**src/shared/rst_cause_pkg.sv**
```systemverilog
package rst_cause_pkg;

   // -----------------------------------------------------------------
   // Widths
   // -----------------------------------------------------------------
   localparam int PC_W     = 15;
   localparam int STATUS_W = 5;
   localparam int PCS_W    = 6;
   localparam int DEPTH_W  = 5;

   // -----------------------------------------------------------------
   // Program counter load values
   // -----------------------------------------------------------------
   localparam logic [PC_W-1:0] PC_RESET_ADDR  = 15'h0000;
   localparam logic [PC_W-1:0] PC_INT_VECTOR  = 15'h0004;

   // -----------------------------------------------------------------
   // Status low field: timeout, powerdown, then the three ALU flags
   // -----------------------------------------------------------------
   localparam int ST_TIMEOUT_BIT   = 4;
   localparam int ST_POWERDOWN_BIT = 3;
   localparam logic [STATUS_W-1:0] ST_ALU_MASK    = 5'h07;
   localparam logic [STATUS_W-1:0] ST_POR_VALUE   = 5'h18;

   // -----------------------------------------------------------------
   // Power-control status field, top bit first:
   // stack overflow, stack underflow, external pin, reset instruction,
   // power-on, brown-out. Reset flags are active low.
   // -----------------------------------------------------------------
   localparam int PCS_OVF_BIT = 5;
   localparam int PCS_UNF_BIT = 4;
   localparam int PCS_PIN_BIT = 3;
   localparam int PCS_INS_BIT = 2;
   localparam int PCS_POR_BIT = 1;
   localparam int PCS_BOR_BIT = 0;
   // Brown-out bit powers up unknown; it is taken as 0 here
   localparam logic [PCS_W-1:0] PCS_POR_VALUE = 6'h0C;

   // -----------------------------------------------------------------
   // Stack
   // -----------------------------------------------------------------
   localparam logic [DEPTH_W-1:0] STACK_LEVELS = 5'h10;
   localparam logic [DEPTH_W-1:0] DEPTH_ONE    = 5'h01;
   localparam logic [DEPTH_W-1:0] DEPTH_ZERO   = 5'h00;

   // -----------------------------------------------------------------
   // Reset and wake causes, and the flag updates each one makes
   // -----------------------------------------------------------------
   typedef enum logic [3:0] {
      CAUSE_NONE      = 4'h0,
      CAUSE_BROWNOUT  = 4'h1,
      CAUSE_PIN_RUN   = 4'h2,
      CAUSE_PIN_SLEEP = 4'h3,
      CAUSE_WD_RESET  = 4'h4,
      CAUSE_WD_WAKE   = 4'h5,
      CAUSE_INT_WAKE  = 4'h6,
      CAUSE_RESET_INS = 4'h7,
      CAUSE_STK_OVF   = 4'h8,
      CAUSE_STK_UNF   = 4'h9
   } cause_t;

   typedef struct packed {
      logic [STATUS_W-1:0] st_set;
      logic [STATUS_W-1:0] st_clr;
      logic [PCS_W-1:0]    pc_set;
      logic [PCS_W-1:0]    pc_clr;
   } cause_masks_t;

   typedef enum logic [1:0] {
      SEQ_RUN       = 2'h0,
      SEQ_HOLD      = 2'h1,
      SEQ_WAKE_STEP = 2'h2
   } seq_state_t;

   // Bits outside both masks keep their value
   function automatic cause_masks_t cause_masks(input cause_t c);
      cause_masks_t m;
      m = '0;
      case (c)
         CAUSE_BROWNOUT: begin
            m.st_set = 5'h18;
            m.pc_set = 6'h0C;
            m.pc_clr = 6'h31;
         end
         CAUSE_PIN_RUN: begin
            m.pc_clr = 6'h08;
         end
         CAUSE_PIN_SLEEP: begin
            m.st_set = 5'h10;
            m.st_clr = 5'h08;
            m.pc_clr = 6'h08;
         end
         CAUSE_WD_RESET: begin
            m.st_clr = 5'h10;
         end
         CAUSE_WD_WAKE: begin
            m.st_clr = 5'h18;
         end
         CAUSE_INT_WAKE: begin
            m.st_set = 5'h10;
            m.st_clr = 5'h08;
         end
         CAUSE_RESET_INS: begin
            m.pc_clr = 6'h04;
         end
         CAUSE_STK_OVF: begin
            m.pc_set = 6'h20;
         end
         CAUSE_STK_UNF: begin
            m.pc_set = 6'h10;
         end
         default: begin
            m = '0;
         end
      endcase
      return m;
   endfunction

   // -----------------------------------------------------------------
   // Module state carriers
   // -----------------------------------------------------------------
   typedef struct packed {
      logic [DEPTH_W-1:0] depth;
      logic               overflow;
      logic               underflow;
   } stack_state_t;

   typedef struct packed {
      seq_state_t          seq;
      logic [1:0]          pin_sync;
      logic                brownout_q;
      logic [STATUS_W-1:0] status;
      logic [PCS_W-1:0]    pcs;
      logic                core_reset;
      logic                pc_load;
      logic [PC_W-1:0]     pc_value;
      logic                resume;
      logic                vector_push;
      cause_t              last_cause;
   } loader_state_t;

endpackage

```
**src/verilog/stack_depth_guard.sv**
```systemverilog
`timescale 1ns/1ps
module stack_depth_guard (
   // Clock and control
   input  wire logic mclk_i,
   input  wire logic rst_i,
   input  wire logic ce_i,
   input  wire logic clear_i,
   input  wire logic enable_i,
   // Stack activity from the core
   input  wire logic push_i,
   input  wire logic pop_i,
   // Fault pulses
   output logic      overflow_o,
   output logic      underflow_o
);

   rst_cause_pkg::stack_state_t st;
   rst_cause_pkg::stack_state_t next_st;

   // ------------------------------------------------------------------
   // Depth tracking
   // ------------------------------------------------------------------
   // Disabled, the depth wraps like a circular stack, unreported.
   always_comb begin
      next_st = st;
      next_st.overflow = 1'b0;
      next_st.underflow = 1'b0;
      if (clear_i) begin
         next_st.depth = rst_cause_pkg::DEPTH_ZERO;
      end else if (push_i && !pop_i) begin
         if (st.depth == rst_cause_pkg::STACK_LEVELS) begin
            next_st.overflow = enable_i;
            next_st.depth = rst_cause_pkg::DEPTH_ONE;
         end else begin
            next_st.depth = st.depth + rst_cause_pkg::DEPTH_ONE;
         end
      end else if (pop_i && !push_i) begin
         if (st.depth == rst_cause_pkg::DEPTH_ZERO) begin
            next_st.underflow = enable_i;
            next_st.depth = rst_cause_pkg::STACK_LEVELS;
         end else begin
            next_st.depth = st.depth - rst_cause_pkg::DEPTH_ONE;
         end
      end
   end

   always_ff @(posedge mclk_i) begin
      if (rst_i) begin
         st <= '0;
      end else if (ce_i) begin
         st <= next_st;
      end
   end

   assign overflow_o  = st.overflow;
   assign underflow_o = st.underflow;

endmodule

```
**src/verilog/reset_cause_state_loader.sv**
```systemverilog
// Notes on behaviour
// - All resets load program counter with 0000h.
// - Power-on and brown-out preset status, power-control.
// - Pin reset running: clear pin flag only.
// - Pin reset asleep: timeout set, powerdown, pin cleared.
// - Watchdog reset clears timeout; wake clears both.
// - Interrupt wake: continue, timeout set, powerdown cleared.
// - Interrupt wake with interrupts enabled: step, push, vector.
// - Reset instruction clears only its own flag.
// - Enabled stack overflow sets overflow flag only.
// - Enabled stack underflow sets underflow flag only.
// - Unassigned bits keep their previous value.
// - Enabled stack faults beyond sixteen levels reset.
`timescale 1ns/1ps
module reset_cause_state_loader (
   // Clock, power-on reset and clock enable
   input  wire logic                              mclk_i,
   input  wire logic                              rst_i,
   input  wire logic                              ce_i,
   // Reset and wake sources
   input  wire logic                              ext_reset_pin_n_i,
   input  wire logic                              brownout_i,
   input  wire logic                              watchdog_timeout_i,
   input  wire logic                              int_wake_i,
   input  wire logic                              reset_instr_i,
   // Core state and configuration
   input  wire logic                              asleep_i,
   input  wire logic                              global_int_enable_i,
   input  wire logic                              stack_fault_reset_enable_i,
   input  wire logic                              instr_done_i,
   input  wire logic                              push_i,
   input  wire logic                              pop_i,
   // Software and ALU access to the flags
   input  wire logic                              alu_flags_we_i,
   input  wire logic [rst_cause_pkg::STATUS_W-1:0] alu_flags_i,
   input  wire logic [rst_cause_pkg::PCS_W-1:0]    pcs_sw_set_i,
   input  wire logic [rst_cause_pkg::PCS_W-1:0]    pcs_sw_clr_i,
   // Core sequencing
   output logic                                   core_reset_o,
   output logic                                   pc_load_o,
   output logic [rst_cause_pkg::PC_W-1:0]          pc_value_o,
   output logic                                   resume_o,
   output logic                                   vector_push_o,
   // Flag registers
   output logic [rst_cause_pkg::STATUS_W-1:0]      status_o,
   output logic [rst_cause_pkg::PCS_W-1:0]         power_control_status_o,
   output logic [3:0]                             last_cause_o
);

   rst_cause_pkg::loader_state_t r;
   rst_cause_pkg::loader_state_t next_r;

   logic                         stk_ovf;
   logic                         stk_unf;
   logic                         pin_low;
   logic                         brownout_rise;
   rst_cause_pkg::cause_t        cause;
   rst_cause_pkg::cause_masks_t  m;

   // ------------------------------------------------------------------
   // Stack fault detection
   // ------------------------------------------------------------------
   // The depth is forgotten while the core is held, since the stack
   // pointer restarts from empty after every reset.
   stack_depth_guard u_stack_guard (
      .mclk_i      (mclk_i),
      .rst_i       (rst_i),
      .ce_i        (ce_i),
      .clear_i     (r.core_reset),
      .enable_i    (stack_fault_reset_enable_i),
      .push_i      (push_i),
      .pop_i       (pop_i),
      .overflow_o  (stk_ovf),
      .underflow_o (stk_unf)
   );

   // ------------------------------------------------------------------
   // Cause selection
   // ------------------------------------------------------------------
   // Logic reads only the second synchroniser stage.
   assign pin_low       = !r.pin_sync[1];
   assign brownout_rise = brownout_i && !r.brownout_q;

   // One winner per event, by severity, so flag updates never mix.
   always_comb begin
      cause = rst_cause_pkg::CAUSE_NONE;
      if (r.seq == rst_cause_pkg::SEQ_HOLD) begin
         // A held core only notices a fresh brown-out
         if (brownout_rise) begin
            cause = rst_cause_pkg::CAUSE_BROWNOUT;
         end
      end else if (brownout_i) begin
         cause = rst_cause_pkg::CAUSE_BROWNOUT;
      end else if (pin_low) begin
         if (asleep_i) begin
            cause = rst_cause_pkg::CAUSE_PIN_SLEEP;
         end else begin
            cause = rst_cause_pkg::CAUSE_PIN_RUN;
         end
      end else if (watchdog_timeout_i) begin
         if (asleep_i) begin
            cause = rst_cause_pkg::CAUSE_WD_WAKE;
         end else begin
            cause = rst_cause_pkg::CAUSE_WD_RESET;
         end
      end else if (stk_ovf) begin
         cause = rst_cause_pkg::CAUSE_STK_OVF;
      end else if (stk_unf) begin
         cause = rst_cause_pkg::CAUSE_STK_UNF;
      end else if (reset_instr_i && !asleep_i) begin
         cause = rst_cause_pkg::CAUSE_RESET_INS;
      end else if (int_wake_i && asleep_i) begin
         cause = rst_cause_pkg::CAUSE_INT_WAKE;
      end
   end

   assign m = rst_cause_pkg::cause_masks(cause);

   // ------------------------------------------------------------------
   // Next state
   // ------------------------------------------------------------------
   always_comb begin
      next_r = r;
      next_r.pin_sync = {r.pin_sync[0], ext_reset_pin_n_i};
      next_r.brownout_q = brownout_i;
      next_r.pc_load = 1'b0;
      next_r.resume = 1'b0;
      next_r.vector_push = 1'b0;

      // Software and ALU writes first; an event on top wins.
      if (alu_flags_we_i) begin
         next_r.status = (r.status & ~rst_cause_pkg::ST_ALU_MASK)
                       | (alu_flags_i & rst_cause_pkg::ST_ALU_MASK);
      end
      next_r.pcs = (r.pcs & ~pcs_sw_clr_i) | pcs_sw_set_i;

      // Bits in neither mask are kept
      next_r.status = (next_r.status & ~m.st_clr) | m.st_set;
      next_r.pcs = (next_r.pcs & ~m.pc_clr) | m.pc_set;
      if (cause != rst_cause_pkg::CAUSE_NONE) begin
         next_r.last_cause = cause;
      end

      case (cause)
         rst_cause_pkg::CAUSE_BROWNOUT,
         rst_cause_pkg::CAUSE_PIN_RUN,
         rst_cause_pkg::CAUSE_PIN_SLEEP,
         rst_cause_pkg::CAUSE_WD_RESET,
         rst_cause_pkg::CAUSE_RESET_INS,
         rst_cause_pkg::CAUSE_STK_OVF,
         rst_cause_pkg::CAUSE_STK_UNF: begin
            next_r.seq = rst_cause_pkg::SEQ_HOLD;
            next_r.core_reset = 1'b1;
         end
         rst_cause_pkg::CAUSE_WD_WAKE: begin
            next_r.resume = 1'b1;
            next_r.seq = rst_cause_pkg::SEQ_RUN;
         end
         rst_cause_pkg::CAUSE_INT_WAKE: begin
            next_r.resume = 1'b1;
            if (global_int_enable_i) begin
               next_r.seq = rst_cause_pkg::SEQ_WAKE_STEP;
            end else begin
               next_r.seq = rst_cause_pkg::SEQ_RUN;
            end
         end
         default: begin
            case (r.seq)
               rst_cause_pkg::SEQ_HOLD: begin
                  // Released only once every held source has gone
                  if (!pin_low && !brownout_i) begin
                     next_r.seq = rst_cause_pkg::SEQ_RUN;
                     next_r.core_reset = 1'b0;
                     next_r.pc_load = 1'b1;
                     next_r.pc_value = rst_cause_pkg::PC_RESET_ADDR;
                  end
               end
               rst_cause_pkg::SEQ_WAKE_STEP: begin
                  // The instruction after sleep runs before vectoring
                  if (instr_done_i) begin
                     next_r.seq = rst_cause_pkg::SEQ_RUN;
                     next_r.vector_push = 1'b1;
                     next_r.pc_load = 1'b1;
                     next_r.pc_value = rst_cause_pkg::PC_INT_VECTOR;
                  end
               end
               rst_cause_pkg::SEQ_RUN: begin
                  next_r.seq = rst_cause_pkg::SEQ_RUN;
               end
               default: begin
                  next_r.seq = rst_cause_pkg::SEQ_HOLD;
                  next_r.core_reset = 1'b1;
               end
            endcase
         end
      endcase
   end

   // ------------------------------------------------------------------
   // State register
   // ------------------------------------------------------------------
   // Power-on is the block reset itself. The synchroniser starts
   // released; a pin held low shows two cycles after release.
   always_ff @(posedge mclk_i) begin
      if (rst_i) begin
         r <= '0;
         r.seq <= rst_cause_pkg::SEQ_HOLD;
         r.pin_sync <= 2'h3;
         r.status <= rst_cause_pkg::ST_POR_VALUE;
         r.pcs <= rst_cause_pkg::PCS_POR_VALUE;
         r.core_reset <= 1'b1;
         r.pc_value <= rst_cause_pkg::PC_RESET_ADDR;
      end else if (ce_i) begin
         r <= next_r;
      end
   end

   // ------------------------------------------------------------------
   // Outputs
   // ------------------------------------------------------------------
   assign core_reset_o           = r.core_reset;
   assign pc_load_o              = r.pc_load;
   assign pc_value_o             = r.pc_value;
   assign resume_o               = r.resume;
   assign vector_push_o          = r.vector_push;
   assign status_o               = r.status;
   assign power_control_status_o = r.pcs;
   assign last_cause_o           = r.last_cause;

endmodule

```
**config.mk**
```make
export PLATFORM = sky130hd
export DESIGN_NAME = reset_cause_state_loader
export DESIGN_NICKNAME = d
export VERILOG_FILES = /design/src/shared/rst_cause_pkg.sv /design/src/verilog/stack_depth_guard.sv /design/src/verilog/reset_cause_state_loader.sv
export SDC_FILE = /design/constraint.sdc
export NUM_CORES = 1
export LEC_CHECK = 0
export CAP_MARGIN = 20
export CORE_MARGIN = 2
export CORE_UTILIZATION = 57
export CTS_CLUSTER_SIZE = 40
export DETAILED_ROUTE_END_ITERATION = 12
export DONT_BUFFER_PORTS = 1
export PLACE_DENSITY = 0.75
export REMOVE_ABC_BUFFERS = 1
export SLEW_MARGIN = 20
export SYNTH_ARGS = -nofsm -noshare
export SYNTH_HDL_FRONTEND = slang
export SYNTH_SLANG_ARGS = --single-unit
```
**constraint.sdc**
```tcl
create_clock -name mclk_i -period 1.6 [get_ports mclk_i]
set_input_delay 0.32 -clock mclk_i [delete_from_list [all_inputs] [get_ports mclk_i]]
set_output_delay 0.32 -clock mclk_i [all_outputs]
set_load 0.05 [all_outputs]
```
======== Word-level counts from Yosys, hierarchy flattened ========
Cells that the tools add are included.
Widths: inputs -> output; s select.
word-level totals
  bits in registers ....................... 46
  output and inout bits ................... 34
  logic and storage cells ................. 115
cells by class
  $add $sub $neg .......................... 2
  eq/ne operators ......................... 18
  muxes and demuxes ....................... 42
  bitwise operators ....................... 12
  reductions and logical operators ........ 27
operators by type and width
  cell                 count
  $pmux 6 s3           2
  $mux 16              2
  $pmux 16 s2          1
  $mux 5               6
  $mux 4               6
  $mux 17              1
  $eq 4x3->1 const B   4
  $pmux 5 s3           1
  $and 6x6->6          2
  $mux 1               12
  $not 6->6            2
  $or 6x6->6           2
  $pmux 2 s3           2
  $pmux 5 s2           1
  $reduce_or 9->1      1
  $eq 4x2->1 const B   2
  $eq 4x4->1 const B   2
  $mux 2               4
  $reduce_or 2->1      4
  $reduce_or 7->1      1
  $logic_and 1x1->1    6
  $mux 3               2
  $add 5x1->5 const B  1
  $and 5x5->5          1
  25 further kinds     33

======== Depth between registers and ports, before layout ========
  depth after elaboration ................. 15
  mapped depth ............................ 8

======== Hierarchy ========
Synthesis repeated with hierarchy kept, for this count alone.
second synthesis, totals
  cell total of the unflattened synthesis .. 273
  area total of the unflattened synthesis .. 2,185.8 um^2
by module, submodules not included
  module                    instances  cells each  area each (um^2)
  reset_cause_state_loader  1          208         1,642.8
  stack_depth_guard         1          65          543.0

======== Worst setup path after synthesis ========
Ideal clock, no wire load.
  path type ............................... register to register
  start ................................... reg r[38] (netlist name)
  end ..................................... reg r (netlist bit last_cause_o[0])
  setup time .............................. 128 ps
  arrival time ............................ 1,676 ps
  path slack .............................. -204 ps
  stages on the path, launching flop included .. 9
  buffers on the path ..................... 2
  period minus slack after synthesis ...... 1,804 ps
  path through ............................ dfxtp_1 > inv_1 > ha_1 > buf_2 > a21boi_1 > clkbuf_1 > o21ai_1 > a22oi_1 > nor2_1
between the ends
  cells in the longest elaborated chain, start to end .. 4
ends and longest elaborated chain
  what                        line                             RTL
  start: declaration          reset_cause_state_loader.sv:50   rst_cause_pkg::loader_state_t r;
  start signal: assignment    reset_cause_state_loader.sv:214  r <= next_r;
  $eq 2x1->1 (*)              reset_cause_state_loader.sv:87   if (r.seq == rst_cause_pkg::SEQ_HOLD) begin
  $mux 4 (*)                  reset_cause_state_loader.sv:87
  $reduce_bool 4->1           reset_cause_state_loader.sv:140  if (cause != rst_cause_pkg::CAUSE_NONE) begin
  $reduce_and 2->1 (no line)  n/a
Mark *: on every way between the ends. The rest lies on a longest branch, timed or not.
A chain may end at the register's enable or synchronous reset.

======== Final worst setup path ========
  start ................................... reg r[38] (netlist name)
  end ..................................... reg r (netlist bit core_reset_o)
between the ends
  cells in the longest elaborated chain, start to end .. 6
ends and longest elaborated chain
  what                                                       line                                                             RTL
  $eq 2x1->1                                                 reset_cause_state_loader.sv:87, reset_cause_state_loader.sv:168
  $mux 4                                                     reset_cause_state_loader.sv:87
  $eq 4x1->1 (tied with other cells)                         reset_cause_state_loader.sv:144                                  case (cause)
  $reduce_or 7->1 / $reduce_or 2->1 (equally long branches)  n/a
  $ne 3x1->1 (no line) (tied with other cells)               n/a
  $reduce_and 4->1 (no line)                                 n/a
Several ways; a longest one is shown, not always the timed one.

==> results.sh <==
export IMPL_outcome="complete, but fails checks"
export IMPL_violations="negative setup slack"
export IMPL_switching_power_uw=695
export IMPL_period_needed_ns=1.79
export IMPL_final_cells=327
export IMPL_hold_path_class="primary input to flop"
export IMPL_ys_types=55
export IMPL_regToRegSetupSlack_ns=-0.19
export IMPL_grt_pass1_wl_um=8420
export IMPL_cap_violations=0
export IMPL_synth_edff_count=0
export IMPL_cts_root_buf="clkbuf_8"
export IMPL_synth_seq_cells=32
export IMPL_grt_overflow_total=0
export IMPL_synth_fa_ha_area_frac=0.0359
export IMPL_syn_area_per_cell_um2=7.99
export IMPL_path_max_fanout=4
export IMPL_antenna_found_initial=0
export IMPL_clkLatencyLatePin_ns=0.29
export IMPL_coreArea_mm2=0.00361
export IMPL_pwr_share_seq=0.441
export IMPL_internal_power_mw=1.37
export IMPL_clk_pin_slew_ns=0.08
export IMPL_dp_cells=315
export IMPL_rows=22
export IMPL_clockPowerShare=0.319
export IMPL_dieArea_mm2=0.00417
export IMPL_crit_type="flop to flop"
export IMPL_vias=1900
export IMPL_min_period_over_period=1.12
export IMPL_ant_nets=0
export IMPL_sw_frac_of_total=0.337
export IMPL_cts_hold_buf=0
export IMPL_yosysWarnings=0
export IMPL_drt_first_pass_iters=4
export IMPL_synth_async_reset_ratio=0
export IMPL_max_vdd_ir_drop_mv=0.529
export IMPL_hp_start="rst_i"
export IMPL_grt_max_degree=32
export IMPL_reg2reg_from="r[38]$_SDFFE_PP0P_"
export IMPL_layout_common_cells="35 x buf_4, 28 x dfxtp_1, 25 x nand2_1"
export IMPL_drtIter0Drc=96
export IMPL_ctsHtreeMaxLevel=2
export IMPL_clock_sinks=32
export IMPL_finalHoldViolations=0
export IMPL_layout_commonest_cell="buf_4"
export IMPL_r2r_cells=7
export IMPL_fmax_mhz=559
export IMPL_grt_setup_unrepaired="yes"
export IMPL_cts_buffer_depth=2
export IMPL_ys_flop_type="dfxtp_1"
export IMPL_start_util=0.580
export IMPL_grt_pass1_vias=1828
export IMPL_worst_slack_ns=-0.189
export IMPL_synth_mux_area_fraction=0.0395
export IMPL_totalPowerFinal_mw=2.07
export IMPL_post_drt_wl_per_cell_um=15.8
export IMPL_netlist_instances=262
export IMPL_cts_tree="yes"
export IMPL_worstHoldEndpoint="r[38]$_SDFFE_PP0P_"
export IMPL_gp_congestion=0.906
export IMPL_p_per_area_mw_per_mm2=833
export IMPL_fp_dieH_um=64.6
export IMPL_r2r_end="core_reset_o$_SDFFE_PP1P_"
export IMPL_numCtsBuffers=5
export IMPL_pin_count=66
export IMPL_drive_gt1_frac=0.305
export IMPL_ys_seq_area_frac=0.306
export IMPL_grt_use_total=0.259
export IMPL_drc_errors=0
export IMPL_chipWidth_um=64.6
export IMPL_yosysTopAreaCell="dfxtp_1"
export IMPL_synth_top_family_by_area="simple AND/OR/NAND/NOR gates"
export IMPL_crit_required_ns=1.82
export IMPL_synth_simple_area_share=0.228
export IMPL_maxSlewViolCount=0
export IMPL_synthXorXnorAreaFrac=0.00418
export IMPL_setup_viol=11
export IMPL_fin_nets=316
export IMPL_critPathArrivalTime_ns=2.01
export IMPL_syn_to_final_growth_pct=18.5
export IMPL_power_leakage_nw=0.993
export IMPL_p_comb_frac=0.240
export IMPL_fin_worst_skew_ns=0.0106
export IMPL_routed_wl_um=5160
export IMPL_min_path_cells=1
export IMPL_synth_area_mm2=0.00209
export IMPL_synth_area_top_cells="dfxtp_1 31%, buf_4 11%, a21oi_1 6.0%, nand2_1 4.8%, ha_1 3.6%"
export IMPL_viasPerCell=5.81
export IMPL_slew_limit_headroom=0.625
export IMPL_synth_compound_area_frac=0.228
export IMPL_tightest_slew_ns=0.562
export IMPL_synth_top_area_share=0.306
export IMPL_io_buffers=0
export IMPL_end_kind="flop"
export IMPL_final_core_util=0.688
export IMPL_dpl_worst_slack_ns=-0.236
export IMPL_dp_hpwl_um=3480
export IMPL_diodes=0
export IMPL_cp_start_kind="flop"
export IMPL_finalSetupTns_ns=-1.30
[kinds of logic (layout without fill, tap and decap cells)]
logic type	count (synthesis)	after routing
buffers and inverters	56	60
DFF	32	32
and+or+nand+nor	87	87
muxes	7	7
xor gates and xnor gates	1	1
other	1	14
adders and majority gates	6	6
AOI/OAI and AO/OA	72	72
[critical path: stages (launching register included)]
cell      delay [ns]
dfxtp_2         0.33
inv_2           0.05
ha_4            0.15
or3b_4          0.40
nor4b_4         0.31
nand3_2         0.15
and4_4          0.20
o221ai_2        0.14
[flip-flops by register name (all words and copies together) (netlist names)]
| name | cells |
|---|---|
| core_reset_o | 1 |
| next_r | 1 |
| u_stack_guard.overflow_o | 1 |
| pc_value_o | 1 |
| r | 4 |
| u_stack_guard.st | 5 |
| u_stack_guard.underflow_o | 1 |
| resume_o | 1 |
| status_o | 5 |
| power_control_status_o | 6 |
| pc_load_o | 1 |
| last_cause_o | 4 |
| vector_push_o | 1 |
[per-stage QoR]
step,hold slack (ns),area [um^2]
CTS,0.0850,2390
detailed placement,0.395,2190
global route,0.0673,2480
global placement,0.392,2190
finish,0.0830,2480
floorplan,0.389,1860
[how the worst max path moves through the flow]
stage,end,cells after the start,slack (ns),from
final,core_reset_o$_SDFFE_PP1P_,7,-0.19,r[38]$_SDFFE_PP0P_
after global routing,core_reset_o$_SDFFE_PP1P_,7,-0.29,r[38]$_SDFFE_PP0P_
after CTS,core_reset_o$_SDFFE_PP1P_,7,-0.25,r[38]$_SDFFE_PP0P_
after detailed placement,status_o[3]$_SDFFE_PP1P_,7,-0.24,r[38]$_SDFFE_PP0P_
after global placement,core_reset_o$_SDFFE_PP1P_,7,-0.19,r[38]$_SDFFE_PP0P_
after floorplan,power_control_status_o[3]$_SDFFE_PP1P_,7,-0.43,r[38]$_SDFFE_PP0P_
[repair_timing]
item / 4_1_cts / 5_1_grt
pin swaps: 11 / 12
cloned: 1 / 0
setup buffers: 3 / 0
endpoints found under the setup margin: 17 / 23
resized for setup: 20 / 23
[per-layer routing]
| layer | routed length (um) | GRT usage | vias to the layer above |
|---|---|---|---|
| met5 | 0 | 0 | - |
| met1 | 2260 | 0.310 | 882 |
| met2 | 2350 | 0.435 | 72 |
| met3 | 409 | 0.0747 | 14 |
| li1 | - | - | 932 |
| met4 | 136 | 0.109 | 0 |
[synth_stat cells, types with 3 or more instances]
| master | instances |
|---|---|
| and3_1 | 3 |
| nand2_1 | 27 |
| o21ai_1 | 9 |
| buf_2 | 4 |
| nor2b_1 | 3 |
| clkbuf_1 | 8 |
| a311oi_1 | 3 |
| nor3_1 | 4 |
| nand3_1 | 6 |
| a21oi_1 | 25 |
| ha_1 | 6 |
| inv_1 | 12 |
| a22oi_1 | 4 |
| nand4_1 | 7 |
| nand2b_1 | 3 |
| nor2_1 | 18 |
| mux2i_1 | 6 |
| dfxtp_1 | 32 |
| o21ai_0 | 7 |
| buf_4 | 30 |
[area by class of cell]
| cell class | instances | area (um^2) |
|---|---|---|
| clock inverters | 2 | 10.0 |
| well taps | 48 | 60.1 |
| inverters | 13 | 48.8 |
| clock buffers | 6 | 82.6 |
| fillers | 292 | 1130 |
| repair buffers | 39 | 304 |
| multi-input cells | 187 | 1330 |
| flip-flops and latches | 32 | 646 |
[power groups by stage]
stage	logic, mW	registers [mW]	clock network [mW]
floorplan	0.276	0.943	0
detailed placement	0.416	0.924	0
global placement	0.410	0.922	0
finish	0.497	0.910	0.658
global route	0.527	0.915	0.715
CTS	0.465	0.909	0.663
(Power assumes the default switching activity.)
